## src/design/psel_pkg.sv

```systemverilog
package psel_pkg;
	localparam int VAL_W = 16;
	localparam int PCT_W = 32;
	localparam int NUM_W = 29;
	localparam int SEL_W = 3;
	localparam int N_PRESET = 8;
	localparam int TICK_W = 16;
	localparam logic [7:0] OFS_CTRL = 8'h00;
	localparam logic [7:0] OFS_MAX = 8'h04;
	localparam logic [7:0] OFS_STATUS = 8'h08;
	localparam logic [7:0] OFS_SPEED = 8'h0c;
	localparam logic [7:0] OFS_PCT = 8'h10;
	localparam logic [7:0] OFS_PRESET0 = 8'h20;
	localparam int CTRL_REFL = 0;
	localparam int CTRL_INV = 1;
	localparam int CTRL_CLAMP = 2;
	localparam int STAT_IDX_LSB = 0;
	localparam int STAT_BUSY = 4;
	localparam int STAT_CLAMPED = 5;
	localparam int STAT_SEL_LSB = 8;
	localparam logic [2:0] CTRL_RESET = 3'h0;
	// speeds are in tenths of rpm, percentages in hundredths of a percent
	localparam logic [15:0] MAX_RESET = 16'h03e8;
	localparam logic [15:0] MAX_MIN = 16'h0001;
	localparam logic [15:0] MAX_MAX = 16'h7530;
	localparam logic signed [15:0] PRESET_LIM = 16'sh7530;
	localparam logic [15:0] PRESET_RESET = 16'h0000;
	localparam logic [13:0] PCT_SCALE = 14'h2710;
	localparam int CLK_PERIOD_PS = 5000;
	localparam int SCAN_PERIOD_NS = 1000;
	localparam int SCAN_CYCLES = SCAN_PERIOD_NS * 1000 / CLK_PERIOD_PS;
	typedef enum logic [1:0] {PSEL_BUS_IDLE = 2'b01, PSEL_BUS_WAIT = 2'b10} psel_bus_t;
	typedef enum logic [1:0] {PSEL_DIV_IDLE = 2'b01, PSEL_DIV_RUN = 2'b10} psel_div_t;
endpackage

```

## src/design/psel_div.sv

```systemverilog
`timescale 1ns/100ps
module psel_div #(
	parameter int NW = psel_pkg::NUM_W,
	parameter int DW = psel_pkg::VAL_W,
	parameter int RW = psel_pkg::PCT_W
) (
	input wire logic clk_in,
	input wire logic resetn_in,
	input wire logic start_in,
	input wire logic [NW-1:0] num_in,
	input wire logic [DW-1:0] den_in,
	input wire logic neg_in,
	output logic busy_out,
	output logic done_out,
	output logic [RW-1:0] quot_out
);
	import psel_pkg::*;
	localparam int CW = $clog2(NW + 1);

	if (NW < 2 || NW >= RW || DW < 2) begin : g_bad_width
		$error("psel_div: unsupported widths");
	end

	psel_div_t state_q, state_d;
	logic [CW-1:0] cnt_q, cnt_d;
	logic [DW-1:0] rem_q, rem_d, den_q, den_d;
	logic [NW-1:0] quo_q, quo_d, q_next;
	logic neg_q, neg_d, done_q, done_d;
	logic [RW-1:0] res_q, res_d, q_ext;
	logic [DW:0] trial;
	logic fit;

	// restoring division, one quotient bit per cycle; trades speed for a small area
	always_comb begin
		state_d = state_q;
		cnt_d = cnt_q;
		rem_d = rem_q;
		den_d = den_q;
		quo_d = quo_q;
		neg_d = neg_q;
		done_d = 1'b0;
		res_d = res_q;
		trial = {rem_q, quo_q[NW-1]};
		fit = trial >= {1'b0, den_q};
		q_next = {quo_q[NW-2:0], fit};
		q_ext = RW'(q_next);
		case (state_q)
			PSEL_DIV_IDLE: begin
				if (start_in) begin
					state_d = PSEL_DIV_RUN;
					cnt_d = CW'(NW);
					rem_d = '0;
					den_d = den_in;
					quo_d = num_in;
					neg_d = neg_in;
				end
			end
			PSEL_DIV_RUN: begin
				rem_d = fit ? DW'(trial - {1'b0, den_q}) : trial[DW-1:0];
				quo_d = q_next;
				cnt_d = cnt_q - CW'(1);
				if (cnt_q == CW'(1)) begin
					state_d = PSEL_DIV_IDLE;
					done_d = 1'b1;
					res_d = neg_q ? -q_ext : q_ext;
				end
			end
			default: begin
				state_d = PSEL_DIV_IDLE;
			end
		endcase
	end

	always_ff @(posedge clk_in) begin
		if (!resetn_in) begin
			state_q <= PSEL_DIV_IDLE;
			cnt_q <= '0;
			rem_q <= '0;
			den_q <= '0;
			quo_q <= '0;
			neg_q <= 1'b0;
			done_q <= 1'b0;
			res_q <= '0;
		end else begin
			state_q <= state_d;
			cnt_q <= cnt_d;
			rem_q <= rem_d;
			den_q <= den_d;
			quo_q <= quo_d;
			neg_q <= neg_d;
			done_q <= done_d;
			res_q <= res_d;
		end
	end

	assign busy_out = (state_q == PSEL_DIV_RUN);
	assign done_out = done_q;
	assign quot_out = res_q;
endmodule

```

## src/design/psel_top.sv

```systemverilog
`timescale 1ns/100ps
// Behaviour
// one of eight presets chosen by selects
// binary msb select3; reflected order per table
// reflected decode when flag set, else binary
// source changes one select bit per step; psel_partner does so only with gray_in set, else it jumps straight to want_in
// invert flag negates selected preset
// clamp flag limits magnitude to max speed
// percent equals speed over max speed
// preset equal to max gives 100 percent
// invert then symmetric clamp, once per tick
module psel_top #(
	parameter int SCAN_CYCLES = psel_pkg::SCAN_CYCLES
) (
	input wire logic clk_in,
	input wire logic resetn_in,
	input wire logic [psel_pkg::SEL_W-1:0] sel_in,
	input wire logic hsel_in,
	input wire logic [31:0] haddr_in,
	input wire logic [1:0] htrans_in,
	input wire logic hwrite_in,
	input wire logic [2:0] hsize_in,
	input wire logic [31:0] hwdata_in,
	input wire logic hready_in,
	output logic [31:0] hrdata_out,
	output logic hreadyout_out,
	output logic hresp_out,
	output logic [psel_pkg::SEL_W-1:0] index_out,
	output logic [psel_pkg::VAL_W-1:0] speed_out,
	output logic [psel_pkg::PCT_W-1:0] percent_out,
	output logic clamped_out
);
	import psel_pkg::*;

	if (SCAN_CYCLES < NUM_W + 8 || SCAN_CYCLES >= (1 << TICK_W)) begin : g_bad_scan
		$error("psel_top: scan period too short for the divider or too long");
	end

	function automatic logic psel_hit(input logic [31:0] a, input logic [7:0] ofs);
		psel_hit = (a == {24'h000000, ofs});
	endfunction

	function automatic logic psel_is_preset(input logic [31:0] a);
		psel_is_preset = (a[31:5] == {24'h000000, OFS_PRESET0[7:5]}) && (a[1:0] == 2'h0);
	endfunction

	function automatic logic [SEL_W-1:0] psel_decode(input logic [SEL_W-1:0] s, input logic refl);
		logic [SEL_W-1:0] b;
		b[2] = s[2];
		b[1] = s[2] ^ s[1];
		b[0] = s[2] ^ s[1] ^ s[0];
		psel_decode = refl ? b : s;
	endfunction

	function automatic logic [15:0] psel_lim_max(input logic [15:0] v);
		if (v < MAX_MIN) begin
			psel_lim_max = MAX_MIN;
		end else if (v > MAX_MAX) begin
			psel_lim_max = MAX_MAX;
		end else begin
			psel_lim_max = v;
		end
	endfunction

	function automatic logic [15:0] psel_lim_preset(input logic signed [15:0] v);
		if (v > PRESET_LIM) begin
			psel_lim_preset = PRESET_LIM;
		end else if (v < -PRESET_LIM) begin
			psel_lim_preset = -PRESET_LIM;
		end else begin
			psel_lim_preset = v;
		end
	endfunction

	// bus slave and configuration registers
	psel_bus_t bus_q, bus_d;
	logic [31:0] addr_q, addr_d, rdata_q, rdata_d, rd_word;
	logic wr_q, wr_d, ready_q, ready_d;
	logic [2:0] ctrl_q, ctrl_d;
	logic [15:0] max_q, max_d;
	logic [15:0] preset_q [N_PRESET];
	logic [15:0] preset_d [N_PRESET];

	// select pin synchroniser
	logic [SEL_W-1:0] s1_q, s2_q, s3_q, sel_q, sel_d;

	// scan tick divider
	logic [TICK_W-1:0] tick_cnt_q, tick_cnt_d;
	logic tick_q, tick_d;

	// datapath
	logic [SEL_W-1:0] sel_idx, index_q, index_d;
	logic signed [16:0] raw, inv, lim, maxs;
	logic signed [16:0] neg_raw;
	logic [15:0] speed_q, speed_d;
	// max held from the tick, so a later bus write cannot split percent from speed
	logic [15:0] maxl_q, maxl_d;
	logic clamped_q, clamped_d, go_q, go_d, lim_hit;
	logic [PCT_W-1:0] percent_q, percent_d, div_quot;
	logic [16:0] mag;
	logic [NUM_W-1:0] num;
	logic div_busy, div_done;

	always_comb begin
		rd_word = 32'h0;
		if (psel_hit(addr_q, OFS_CTRL)) begin
			rd_word[2:0] = ctrl_q;
		end else if (psel_hit(addr_q, OFS_MAX)) begin
			rd_word[15:0] = max_q;
		end else if (psel_hit(addr_q, OFS_STATUS)) begin
			rd_word[STAT_IDX_LSB +: SEL_W] = index_q;
			rd_word[STAT_BUSY] = div_busy;
			rd_word[STAT_CLAMPED] = clamped_q;
			rd_word[STAT_SEL_LSB +: SEL_W] = sel_q;
		end else if (psel_hit(addr_q, OFS_SPEED)) begin
			rd_word = {{16{speed_q[15]}}, speed_q};
		end else if (psel_hit(addr_q, OFS_PCT)) begin
			rd_word = percent_q;
		end else if (psel_is_preset(addr_q)) begin
			rd_word = {{16{preset_q[addr_q[4:2]][15]}}, preset_q[addr_q[4:2]]};
		end
	end

	// one wait state so that read data leaves a flip-flop
	always_comb begin
		bus_d = bus_q;
		addr_d = addr_q;
		wr_d = wr_q;
		rdata_d = rdata_q;
		ready_d = ready_q;
		ctrl_d = ctrl_q;
		max_d = max_q;
		preset_d = preset_q;
		case (bus_q)
			PSEL_BUS_IDLE: begin
				if (hsel_in && hready_in && htrans_in[1]) begin
					bus_d = PSEL_BUS_WAIT;
					addr_d = haddr_in;
					wr_d = hwrite_in;
					ready_d = 1'b0;
				end
			end
			PSEL_BUS_WAIT: begin
				bus_d = PSEL_BUS_IDLE;
				ready_d = 1'b1;
				rdata_d = wr_q ? 32'h0 : rd_word;
				if (wr_q) begin
					if (psel_hit(addr_q, OFS_CTRL)) begin
						ctrl_d = hwdata_in[2:0];
					end else if (psel_hit(addr_q, OFS_MAX)) begin
						max_d = psel_lim_max(hwdata_in[15:0]);
					end else if (psel_is_preset(addr_q)) begin
						preset_d[addr_q[4:2]] = psel_lim_preset(hwdata_in[15:0]);
					end
				end
			end
			default: begin
				bus_d = PSEL_BUS_IDLE;
				ready_d = 1'b1;
			end
		endcase
	end

	always_ff @(posedge clk_in) begin
		if (!resetn_in) begin
			bus_q <= PSEL_BUS_IDLE;
			addr_q <= 32'h0;
			wr_q <= 1'b0;
			rdata_q <= 32'h0;
			ready_q <= 1'b1;
			ctrl_q <= CTRL_RESET;
			max_q <= MAX_RESET;
			for (int i = 0; i < N_PRESET; i++) begin
				preset_q[i] <= PRESET_RESET;
			end
		end else begin
			bus_q <= bus_d;
			addr_q <= addr_d;
			wr_q <= wr_d;
			rdata_q <= rdata_d;
			ready_q <= ready_d;
			ctrl_q <= ctrl_d;
			max_q <= max_d;
			preset_q <= preset_d;
		end
	end

	// a select change counts once the second and third stages agree
	always_comb begin
		sel_d = (s2_q == s3_q) ? s3_q : sel_q;
	end

	always_ff @(posedge clk_in) begin
		if (!resetn_in) begin
			s1_q <= '0;
			s2_q <= '0;
			s3_q <= '0;
			sel_q <= '0;
		end else begin
			s1_q <= sel_in;
			s2_q <= s1_q;
			s3_q <= s2_q;
			sel_q <= sel_d;
		end
	end

	always_comb begin
		tick_d = (tick_cnt_q == '0);
		tick_cnt_d = tick_d ? TICK_W'(SCAN_CYCLES - 1) : tick_cnt_q - TICK_W'(1);
	end

	always_ff @(posedge clk_in) begin
		if (!resetn_in) begin
			tick_cnt_q <= '0;
			tick_q <= 1'b0;
		end else begin
			tick_cnt_q <= tick_cnt_d;
			tick_q <= tick_d;
		end
	end

	always_comb begin
		sel_idx = psel_decode(sel_q, ctrl_q[CTRL_REFL]);
		raw = {preset_q[sel_idx][15], preset_q[sel_idx]};
		neg_raw = -raw;
		inv = ctrl_q[CTRL_INV] ? neg_raw : raw;
		maxs = {1'b0, max_q};
		lim = inv;
		lim_hit = 1'b0;
		// invert first so the clamp sees the final sign
		if (ctrl_q[CTRL_CLAMP] && inv > maxs) begin
			lim = maxs;
			lim_hit = 1'b1;
		end else if (ctrl_q[CTRL_CLAMP] && inv < -maxs) begin
			lim = -maxs;
			lim_hit = 1'b1;
		end
		index_d = index_q;
		speed_d = speed_q;
		clamped_d = clamped_q;
		maxl_d = maxl_q;
		go_d = tick_q;
		if (tick_q) begin
			index_d = sel_idx;
			speed_d = lim[15:0];
			clamped_d = lim_hit;
			maxl_d = max_q;
		end
		mag = speed_q[15] ? 17'(-{speed_q[15], speed_q}) : {1'b0, speed_q};
		num = {12'h000, mag} * {15'h0000, PCT_SCALE};
		percent_d = div_done ? div_quot : percent_q;
	end

	always_ff @(posedge clk_in) begin
		if (!resetn_in) begin
			index_q <= '0;
			speed_q <= '0;
			clamped_q <= 1'b0;
			maxl_q <= MAX_RESET;
			go_q <= 1'b0;
			percent_q <= '0;
		end else begin
			index_q <= index_d;
			speed_q <= speed_d;
			clamped_q <= clamped_d;
			maxl_q <= maxl_d;
			go_q <= go_d;
			percent_q <= percent_d;
		end
	end

	psel_div #(
		.NW(NUM_W),
		.DW(VAL_W),
		.RW(PCT_W)
	) u_div (
		.clk_in(clk_in),
		.resetn_in(resetn_in),
		.start_in(go_q),
		.num_in(num),
		.den_in(maxl_q),
		.neg_in(speed_q[15]),
		.busy_out(div_busy),
		.done_out(div_done),
		.quot_out(div_quot)
	);

	assign hrdata_out = rdata_q;
	assign hreadyout_out = ready_q;
	assign hresp_out = 1'b0;
	assign index_out = index_q;
	assign speed_out = speed_q;
	assign percent_out = percent_q;
	assign clamped_out = clamped_q;

	logic signed [63:0] chk_pct, chk_spd, chk_max;
	assign chk_pct = {32'h0, percent_q[PCT_W-1] ? -percent_q : percent_q};
	assign chk_spd = $signed({47'h0, mag}) * 64'sd10000;
	assign chk_max = {48'h0, maxl_q};
endmodule

```

## config.mk

```make
export PLATFORM = sky130hd
export DESIGN_NAME = psel_top
export DESIGN_NICKNAME = d
export VERILOG_FILES = /design/src/design/psel_pkg.sv /design/src/design/psel_div.sv /design/src/design/psel_top.sv
export SDC_FILE = /design/constraint.sdc
export NUM_CORES = 1
export LEC_CHECK = 0
export BUFFER_PORTS_ARGS = -buffer_cell sky130_fd_sc_hd__clkbuf_2
export CAP_MARGIN = 20
export CORE_MARGIN = 2
export CORE_UTILIZATION = 30
export CTS_CLUSTER_DIAMETER = 80
export DETAILED_ROUTE_END_ITERATION = 8
export PLACE_DENSITY = 0.55
export SLEW_MARGIN = 10
export SYNTH_ARGS = -nofsm -noshare
export SYNTH_HDL_FRONTEND = slang
export SYNTH_SLANG_ARGS = --single-unit
```

## constraint.sdc

```tcl
create_clock -name clk_in -period 6.9 [get_ports clk_in]
set_input_delay 1.38 -clock clk_in [delete_from_list [all_inputs] [get_ports clk_in]]
set_output_delay 1.38 -clock clk_in [all_outputs]
set_load 0.01 [all_outputs]
```

# Yosys cells after proc, flatten, opt, wreduce, memory -nomap -nowiden
# Cells that the tools add are included.
totals:
  register_bits: 415
  word_cells: 147
op_classes:
  n_addsub: 7
  mul: 1
  magnitude_cmp: 10
  eq_ne: 13
  mux: 52
  bitwise_logic: 7
  reduce_logical: 21
ops:
  columns: ["op", "count"]
  rows:
  - ["$mux 16", 20]
  - ["$mux 32", 5]
  - ["$bwmux 128", 1]
  - ["$bmux 16 s3", 2]
  - ["$eq 32x4->1 const B", 2]
  - ["$mux 29", 2]
  - ["$pmux 29 s2", 1]
  - ["$demux 16 s3", 1]
  - ["$mux 17", 2]
  - ["$neg 16->17", 2]
  - ["$eq 32x3->1 const B", 1]
  - ["$eq 32x5->1 const B", 1]
  - ["$logic_not 32->1", 1]
  - ["$neg 29->32", 1]
  - ["$pmux 16 s2", 1]
  - ["$eq 27x1->1 const B", 1]
  - ["$mul 17x10->25 const B", 1]
  - ["$mux 21", 1]
  - ["$ge 17x16->1", 1]
  - ["$gt 17x17->1", 1]
  - ["$lt 17x17->1", 1]
  - ["$neg 17->17", 1]
  - ["$gt 16x15->1 const B", 1]
  - ["$gt 16x16->1 const B", 1]
  - ["other kinds (32)", 59]

# Logic depth before layout (Yosys ltp)
# Gate-level depths: netlist of run 1.
depth:
  depth_word: 13
  depth_mapped: 26

# Modules after synthesis
# Synthesis of run 1 repeated with hierarchy kept, for this count alone.
hier_totals:
  hier_cells: 2822
  hier_area_um2: 24129.4
modules_own_cells:
  columns: ["mod", "n_inst", "cells_each", "area_per_inst_um2", "seq_area_each_um2"]
  rows:
  - ["psel_top", 1, 2168, 18808.0, 6246.0]
  - ["psel_div", 1, 654, 5321.4, 2042.0]

# Least setup slack after synthesis of run 1
# OpenSTA, ideal clock, no wires.
synth_path:
  kind: "flip-flop to flip-flop"
  from: "register speed_q[0], in the netlist speed_out[0]"
  to: "register u_div.quo_q[27]"
  setup_time_ns: 0.131
  t_arrival_ns: 6.000
  required_time_ns: 6.769
  slack_ns: 0.770
  stages_incl_launch_ff: 27
  n_path_buf: 1
  synth_period_minus_slack_ns: 6.130
  cell_sequence: "dfxtp_1 > inv_1 > ha_1 > nand2_1 > o31ai_1 > and2_0 > clkbuf_1 > nand2_1 > xor2_1 > ha_1 > xor2_1 > ha_1 > fa_1 > ha_1 > inv_1 > fa_1 > inv_1 > ha_1 > and3_1 > and3_1 > a21o_1 > a211o_1 > a311o_1 > a21o_1 > a21oi_1 > xor2_1 > o31ai_1"
synth_between:
  elab_chain_len: 5
synth_lines:
  columns: ["element", "line", "source"]
  rows:
  - ["start: declaration", "psel_top.sv:95", "logic [15:0] speed_q, speed_d;"]
  - ["start signal: assignment", "psel_top.sv:264", "speed_q <= speed_d;"]
  - ["$neg 17->17", "psel_top.sv:249", "mag = speed_q[15] ? 17'(-{speed_q[15], speed_q}) : {1'b0, speed_q};"]
  - ["$mux 17 *", "psel_top.sv:249", null]
  - ["$mul 17x10->25 *", "psel_top.sv:250", "num = {12'h000, mag} * {15'h0000, PCT_SCALE};"]
  - ["$mux 29 *", "psel_div.sv:49", "if (start_in) begin"]
  - ["$pmux 29 s2 *", "psel_div.sv:47", "case (state_q)"]
  - ["end signal: assignment", "psel_div.sv:89", "quo_q <= quo_d;"]
  - ["end: declaration", "psel_div.sv:27", "logic [NW-1:0] quo_q, quo_d, q_next;"]
# Mark *: on every way between the ends. The rest lies on a longest branch, timed or not. The select of a mux whose other input is x is not followed.
# A chain may end at the register's enable or synchronous reset.

# Final worst setup path of run 1
layout_path:
  from: "register sel_q[1]"
  to: "register speed_q[10], in the netlist speed_out[10]"
layout_between:
  elab_chain_len: 13
  elab_cells_between_ends: 15
  classes_between: "add/sub (1); order compare (2); mux (7); bitwise (3); reduce/logical (2)"
layout_lines:
  columns: ["element", "line", "source"]
  rows:
  - ["start: declaration", "psel_top.sv:85", "logic [SEL_W-1:0] s1_q, s2_q, s3_q, sel_q, sel_d;"]
  - ["start signal: assignment", "psel_top.sv:203", "sel_q <= sel_d;"]
  - ["$xor 1x1->1", "psel_top.sv:50, psel_top.sv:51", null]
  - ["$xor 1x1->1", "psel_top.sv:51", "b[0] = s[2] ^ s[1] ^ s[0];"]
  - ["$mux 2 *", "psel_top.sv:52", "psel_decode = refl ? b : s;"]
  - ["$not 3->4 (not written as such) *", "psel_top.sv:224", "raw = {preset_q[sel_idx][15], preset_q[sel_idx]};"]
  - ["$bmux 16 s3 *", "psel_top.sv:224", null]
  - ["$mux 16 (not written as such) * (2 in series)", "psel_top.sv:224", null]
  - ["$neg 16->17", "psel_top.sv:225", "neg_raw = -raw;"]
  - ["$mux 17 *", "psel_top.sv:226", "inv = ctrl_q[CTRL_INV] ? neg_raw : raw;"]
  - ["$lt 17x17->1", "psel_top.sv:234", "end else if (ctrl_q[CTRL_CLAMP] && inv < -maxs) begin"]
  - ["$logic_and 1x1->1", "psel_top.sv:234", null]
  - ["$mux 16", "psel_top.sv:234", null]
  - ["$mux 16 *", "psel_top.sv:231", "if (ctrl_q[CTRL_CLAMP] && inv > maxs) begin"]
# Marked as above.

==> results of run 1 <==
power by group:
part / switching (µW) / internal [µW]
logic: 652 / 400
clock network: 1090 / 1590
registers: 83.7 / 2470
total: 1820 / 4460
logic make-up after synthesis:
| logic type | after synthesis |
|---|---|
| flops | 414 |
| other cells | 2 |
| compound gates | 731 |
| simple gates | 1003 |
| buf+inv | 364 |
| fa+ha+maj | 164 |
| xor+xnor | 126 |
| mux | 176 |
sequential cells by signal, indices dropped and copies added, names as in the netlist, 29 cells and up:
name / flops
addr_q: 32
u_div.quo_q: 29
percent_out: 32
u_div.quot_out: 32
preset_q: 128
hrdata_out: 32
area by class of cell:
type	count	area, µm²
flip-flops and latches	414	8300
repair buffers	198	1190
inverters	160	608
multi-input cells	2205	14900
clock inverters	18	241
diodes	1	2.50
fillers	8456	52900
clock buffers	70	1400
well taps	1060	1330
how the worst min path moves through the flow:
stage | end | cells after the start
CTS | s2_q[1] | 1
global placement | s2_q[1] | 1
global route | s2_q[2] | 1
detailed placement | s2_q[1] | 1
floorplan | s2_q[0] | 1
finish | s2_q[2] | 1
synth_stat cells, types with 14 or more instances:
master / instances
a21o_1: 26
a31oi_1: 17
inv_1: 158
fa_1: 33
nand3_1: 82
nor3_1: 36
clkbuf_1: 168
o211ai_1: 14
o21ai_0: 125
nor2b_1: 15
ha_1: 131
and3_1: 21
and2_1: 44
mux4_2: 34
a211oi_1: 60
nor2_1: 314
or2_2: 29
a22oi_1: 36
nand2_1: 330
nor4_1: 30
dfxtp_1: 414
a221oi_1: 26
mux2i_1: 134
a21oi_1: 291
xor2_1: 55
nand4_1: 26
nand2b_1: 25
o22ai_1: 18
xnor2_1: 68
o31ai_1: 20
stage by stage:
| stage | worst slack (ps) | util (%) | cell area, µm² | instances |
|---|---|---|---|---|
| 3_5_place_dp | 419 | 32.5 | 26200 | 4035 |
| 6_report | 477 | 34.5 | 27900 | 4126 |
| 5_1_grt | 116 | 34.5 | 27900 | 4125 |
| 4_1_cts | 410 | 34.5 | 27900 | 4123 |
| 3_3_place_gp | 438 | 32.4 | 26200 | 4034 |
| 2_1_floorplan | 770 | - | 24600 | 2983 |
per-layer routing:
metal | vias to the layer above | wire (µm) | track usage, %
met5 | - | 12 | 0
met4 | 2 | 2150 | 5.40
met3 | 134 | 5400 | 3.58
met2 | 572 | 37400 | 30.7
met1 | 10472 | 36600 | 25.4
li1 | 10558 | - | -
critical path, stage by stage (launching register included):
cell and delay [ps]:
dfxtp_1 550, buf_4 290, xnor2_2 510, a221oi_1 170, a22oi_1 510, ha_1 290
o211ai_2 150, or2_4 290, or4_1 600, nand2_1 120, xnor2_1 110, ha_1 320
nand2_1 50, o41ai_1 670, nand2_1 290, buf_4 250, or3_1 300, mux2i_1 140
nor4_1 70, nor4_1 560
==> metrics, run 1 <==
fin crit share=between 90% and 100%; nets=about 3300; post-DP HPWL=58300 µm; Final Hold Fails=0; Reg2Reg Depth=19; worst vdd ir=168 µV; WS Path Type=flip-flop to flip-flop; crit path to=speed_out[10]; largest family of logic cells by synthesized area=simple AND/OR/NAND/NOR gates; Total Neg Setup Slack=0 ps; CTS resizes=0; WL/cell=19.8 µm; worst hold start=s1_q[2]; Synth top area share=33.8%; vias in the first global route=slightly above 20000; Initial Utilization=between 30 and 40%; min Tclk post-route=about 6400 ps; clock sinks=just over 400; vias per cell=between 5 and 6; # IOs=between 150 and 200; top cells by area, synth=dfxtp_1, ha_1, a21oi_1, mux2i_1, nand2_1; r2r startpoint=sel_q[1]; antenna viol nets, final=0; Max Cap Viol=0; Max FO, Critical Path=11; status=complete, no violations; top_reg_cell synth=dfxtp_1; FF-to-FF setup slack=approximately 480 ps; TritonCTS Buffers=49; kind of end point of the critical path=flip-flop; synth warn=0; post-synthesis mux area share=under 10%; Adder-Cell Fraction of Synth Area=9.37%; worst hold-check path type=flip-flop to flip-flop; clock tree buffer depth=3; RSZ-0062 raised after global routing=no; Final Max Tran Viols=0; drt total wl=81500 µm; Synth async-reset ratio=0%; most common cell after layout, fill and taps aside=dfxtp_1; area grow syn2layout=13.7%; Post-Synthesis Cells=about 3000; CP Launch Point=sel_q[1]; Setup Buffers After CTS=0; DRC viols=0; Post-synth EDFFs=0; most frequent cells in the layout=dfxtp_1, nand2_1, nor2_1; Post-Synth XOR/XNOR Area=about 4.6%; initial drt markers=1626; worst rel slew slack=29.5%; Power Density=between 200 and 250 nW/µm²; compound-gate portion of the synthesized area=about a fifth; Synth Area per Inst=between 8 and 9 µm²; Cell Area, Synth=24500 µm²; proportion of layout cells with a drive suffix above 1=roughly an eighth; vias=approximately 22000; cts-stage hold buffer count=0; root buffer cell=clkbuf_16; top cell type by total area after synthesis=dfxtp_1; GPL Wtd Cong=0.870; GRT Overall Usage=about a fifth; total power=6290 µW; WHS=between 400 and 500 ps; Req. time, crit path=between 7000 and 8000 ps; Critical Path Start Type=flip-flop; Static Leak=roughly 0.011 µW; Layout Skew=45.5 ps; Port Buf Inserts=around 140; Core Region=80800 µm²; final setup violation count=0; clk slew on worst S/H paths=~60 ps; row count=about 100; Seq/Total Area, Yosys=roughly a third; Data arrival, critical path=6840 ps; initial antenna violation count=2; drt first pass iters=5; Synth Register Bits=414; post-synth cell types=between 90 and 100; H-tree levels=2; largest net degree at the start of global routing=roughly 150; CTS tree=yes; die width=roughly 290 µm; die height=about 290 µm; die area=~84000 µm²; post-synthesis simple-gate area fraction=18.7%; fmax=approximately 0.16 GHz; GR Overflow Total=0; clock latency on the worst-skew pair=just over 600 ps; Reg-to-Reg End=speed_out[10]; first-pass GRT wire length=~130000 µm; Worst Max-Slew Pin Slew=around 1100 ps
No activity file was read; power rests on OpenSTA's default activity.
==> run 2: changes to the inputs <==
- CORE_UTILIZATION: 30 -> 45
- PLACE_DENSITY: 0.55 -> 0.72
- SKIP_LAST_GASP: unset -> 1
- SYNTH_HIERARCHICAL: unset -> 1
==> run 2 against run 1 <==
  * Total power down 1.6%
  * Synthesized cell count down 5.3%
  * First-iteration DRC count rose by 33%
  * Clock skew shrank 28 ps
  * Utilization is 17 points higher
  * Setup slack worse by 100 ps
  * Final cell count shrank 12%
  * Highest routed layer is now met4
  * Design area down 3.2%
  * Die area down 34%
==> metrics, run 2 <==
GPL Wtd Cong=1.00; Max FO, Critical Path=4; DRC viols=0; Synth top area share=approximately 34%; worst rel slew slack=between 20 and 25%; first-pass GRT wire length=117000 µm; Ant. Diodes=0; Final Max Tran Viols=0; root buffer cell=clkbuf_16; fin crit share=94.6%; Layout Skew=roughly 18 ps; GRT Overall Usage=26.7%; worst hold-check path type=flip-flop to flip-flop; proportion of layout cells with a drive suffix above 1=between 10% and 20%; Port Buf Inserts=about 140; Total Neg Setup Slack=0 ps; GR Overflow Total=0; slowest cell delay on critical path=between 500 and 600 ps; Req. time, crit path=roughly 7300 ps; die height=between 200 and 250 µm; vias=21677; Worst Slack Setup Final=between 300 and 400 ps; Synth Area per Inst=~8.6 µm²; clock latency on the worst-skew pair=590 ps; final setup violation count=0; worst vdd ir=between 150 and 200 µV; Setup Buffers After CTS=0; post-DP HPWL=approximately 55000 µm; multi-input combinational cell area=14600 µm²; min Tclk post-route=roughly 6500 ps; Initial Utilization=45.7%; max reg flops=approximately 130; antenna viol nets, final=0; vias in the first global route=20966; WL/cell=~21 µm; most instantiated cells after synthesis=dfxtp_1, nand2_1, nor2_1, a21oi_1, inv_1; initial drt markers=approximately 2200; largest net degree at the start of global routing=about 130; vias per cell=roughly 6; most common cell after layout, fill and taps aside=dfxtp_1; top cells by area, synth=dfxtp_1, ha_1, nand2_1, mux2i_1, a21oi_1; worst-path cell chain=or3_1 > or3_1 > o31ai_1 > xnor2_1 > fa_1 > ha_1 > fa_1 > ha_1 > inv_1 > fa_1 > inv_1 > ha_1 > nor3_1 > nand2b_1 > a31oi_1 > o31ai_1 > and4_1 > a2111oi_1 > buf_4 > a21oi_1 > xnor2_1 > a22oi_1 > a21oi_1; Reg area=between 8000 and 9000 µm²; Max Cap Viol=0; clock sinks=roughly 410; die area=~55000 µm²; nets=between 3000 and 4000; WHS=between 400 and 500 ps; RSZ-0062 raised after global routing=no; row count=84; fmax=about 0.15 GHz; Cell Area, Synth=24100 µm²; Worst Max-Slew Pin Slew=1160 ps; clock tree buffer depth=3; Core Region=approximately 53000 µm²; drt total wl=~77000 µm; most common cell in the netlist=dfxtp_1; CTS tree=yes; WS Path Type=flip-flop to flip-flop; post-synth cell types=about 100; status=complete, no violations; Data arrival, critical path=approximately 7000 ps; TritonCTS Buffers=46; most frequent cells in the layout=dfxtp_1, nand2_1, nor2_1; top cell type by total area after synthesis=dfxtp_1; clk slew on worst S/H paths=about 60 ps; synth warn=6; Post-synth EDFFs=0; Final Hold Fails=0; Power Density=about 230 nW/µm²; Critical Path Start Type=flip-flop; Static Leak=0.0104 µW; Top reg by flops=preset_q; kind of end point of the critical path=flip-flop; initial antenna violation count=0; Post-Synthesis Cells=2822; pre-CTS setup slack=294 ps; Synth Register Bits=slightly above 400; hold-critical path depth=1; area grow syn2layout=12.0%; Filler cells=~5000; Synth async-reset ratio=0%; slowest CP cell=fa_1; # IOs=around 160; Final Util=51.2%; drt first pass iters=9; top_reg_cell synth=dfxtp_1; Seq/Total Area, Yosys=34.3%; Reg2Reg Depth=23; H-tree levels=2; die width=236 µm
==> run 2: cell types whose count changed in the layout (fill, tap and decap cells not counted), sizes merged, moves of 11 or more <==
cell / previous run / this run
and2: 46 / 26
inv: 162 / 141
nand3: 84 / 41
xor2: 57 / 42
o21ai: 133 / 82
o22ai: 18 / 3
nor2b: 15 / 26
a21o: 26 / 15
or2: 31 / 5
mux2: 8 / 19
a21oi: 291 / 258
nand2: 331 / 368
a211oi: 61 / 82
==> run 2: path summary, 6_finish.rpt <==
path	start	end	slack, ps
setup / recovery	speed_out[2]	u_div/quo_q[28]	370
hold / removal	s1_q[2]	s2_q[2]	430
setup reg to reg	speed_out[2]	u_div/quo_q[28]	370
hold reg to reg	s1_q[2]	s2_q[2]	430
==> run 2: timing repair <==
| item | CTS | global route |
|---|---|---|
| hold buffers | 0 | 0 |
| gates resized for setup | 0 | 2 |
| endpoints found under the setup margin | 0 | 2 |
==> run 2: cells by family (layout without fill, tap and decap cells) <==
group / count (synthesis) / after routing / share of synthesized area, %
compound gates: 674 / 674 / 18.6
fa+ha+maj: 164 / 164 / 9.69
simple gates: 943 / 943 / 17.6
mux: 189 / 189 / 9.87
xor+xnor: 116 / 116 / 4.38
buf+inv: 320 / 421 / 5.45
other cells: 2 / 9 / 0.0311
flops: 414 / 414 / 34.3
==> run 2: cell type report <==
type | instances | share of cell area (%)
clock inverter | 18 | 0.778
clock buffer | 66 | 4.95
sequential | 414 | 30.7
tap | 688 | 3.19
timing repair buffer | 195 | 4.32
inverter | 142 | 2.00
multi-input combinational | 2095 | 54.1
==> run 2: routing by layer <==
metal | share of wire (%) | wire length (µm) | track usage (%) | vias up
met5 | 0 | 0 | 0 | -
met4 | 4.6 | 3490 | 12.4 | 0
met3 | 8.9 | 6790 | 4.92 | 222
met2 | 45 | 34800 | 43.9 | 998
met1 | 41 | 31400 | 34.0 | 10340
li1 | - | - | - | 10117
==> run 2: stage by stage <==
step	instance area (µm²)	std cells	total power [µW]
after floorplan	24200	2829	3400
after global placement	25400	3530	3650
after detailed placement	25400	3531	3690
after CTS	27000	3615	6200
after global routing	27000	3618	6440
final	27000	3618	6190
==> run 2: worst max-delay path, delay by kind of cell (launching register included) <==
kind / cells / cell delay, ps
adder cells (fa/ha/maj): 6 / 2340
AND/OR/NAND/NOR: 5 / 1490
AO/OA/AOI/OAI: 7 / 1480
XOR/XNOR: 2 / 480
flip-flops: 1 / 310
buffers and inverters: 3 / 280
==> run 2: power breakdown <==
part | switching [µW] | total, µW | leakage [µW] | internal, µW
Sequential | 78.4 | 2540 | 0.00334 | 2470
Combinational | 687 | 1120 | 0.00634 | 433
Clock | 1020 | 2520 | 0.000761 | 1500
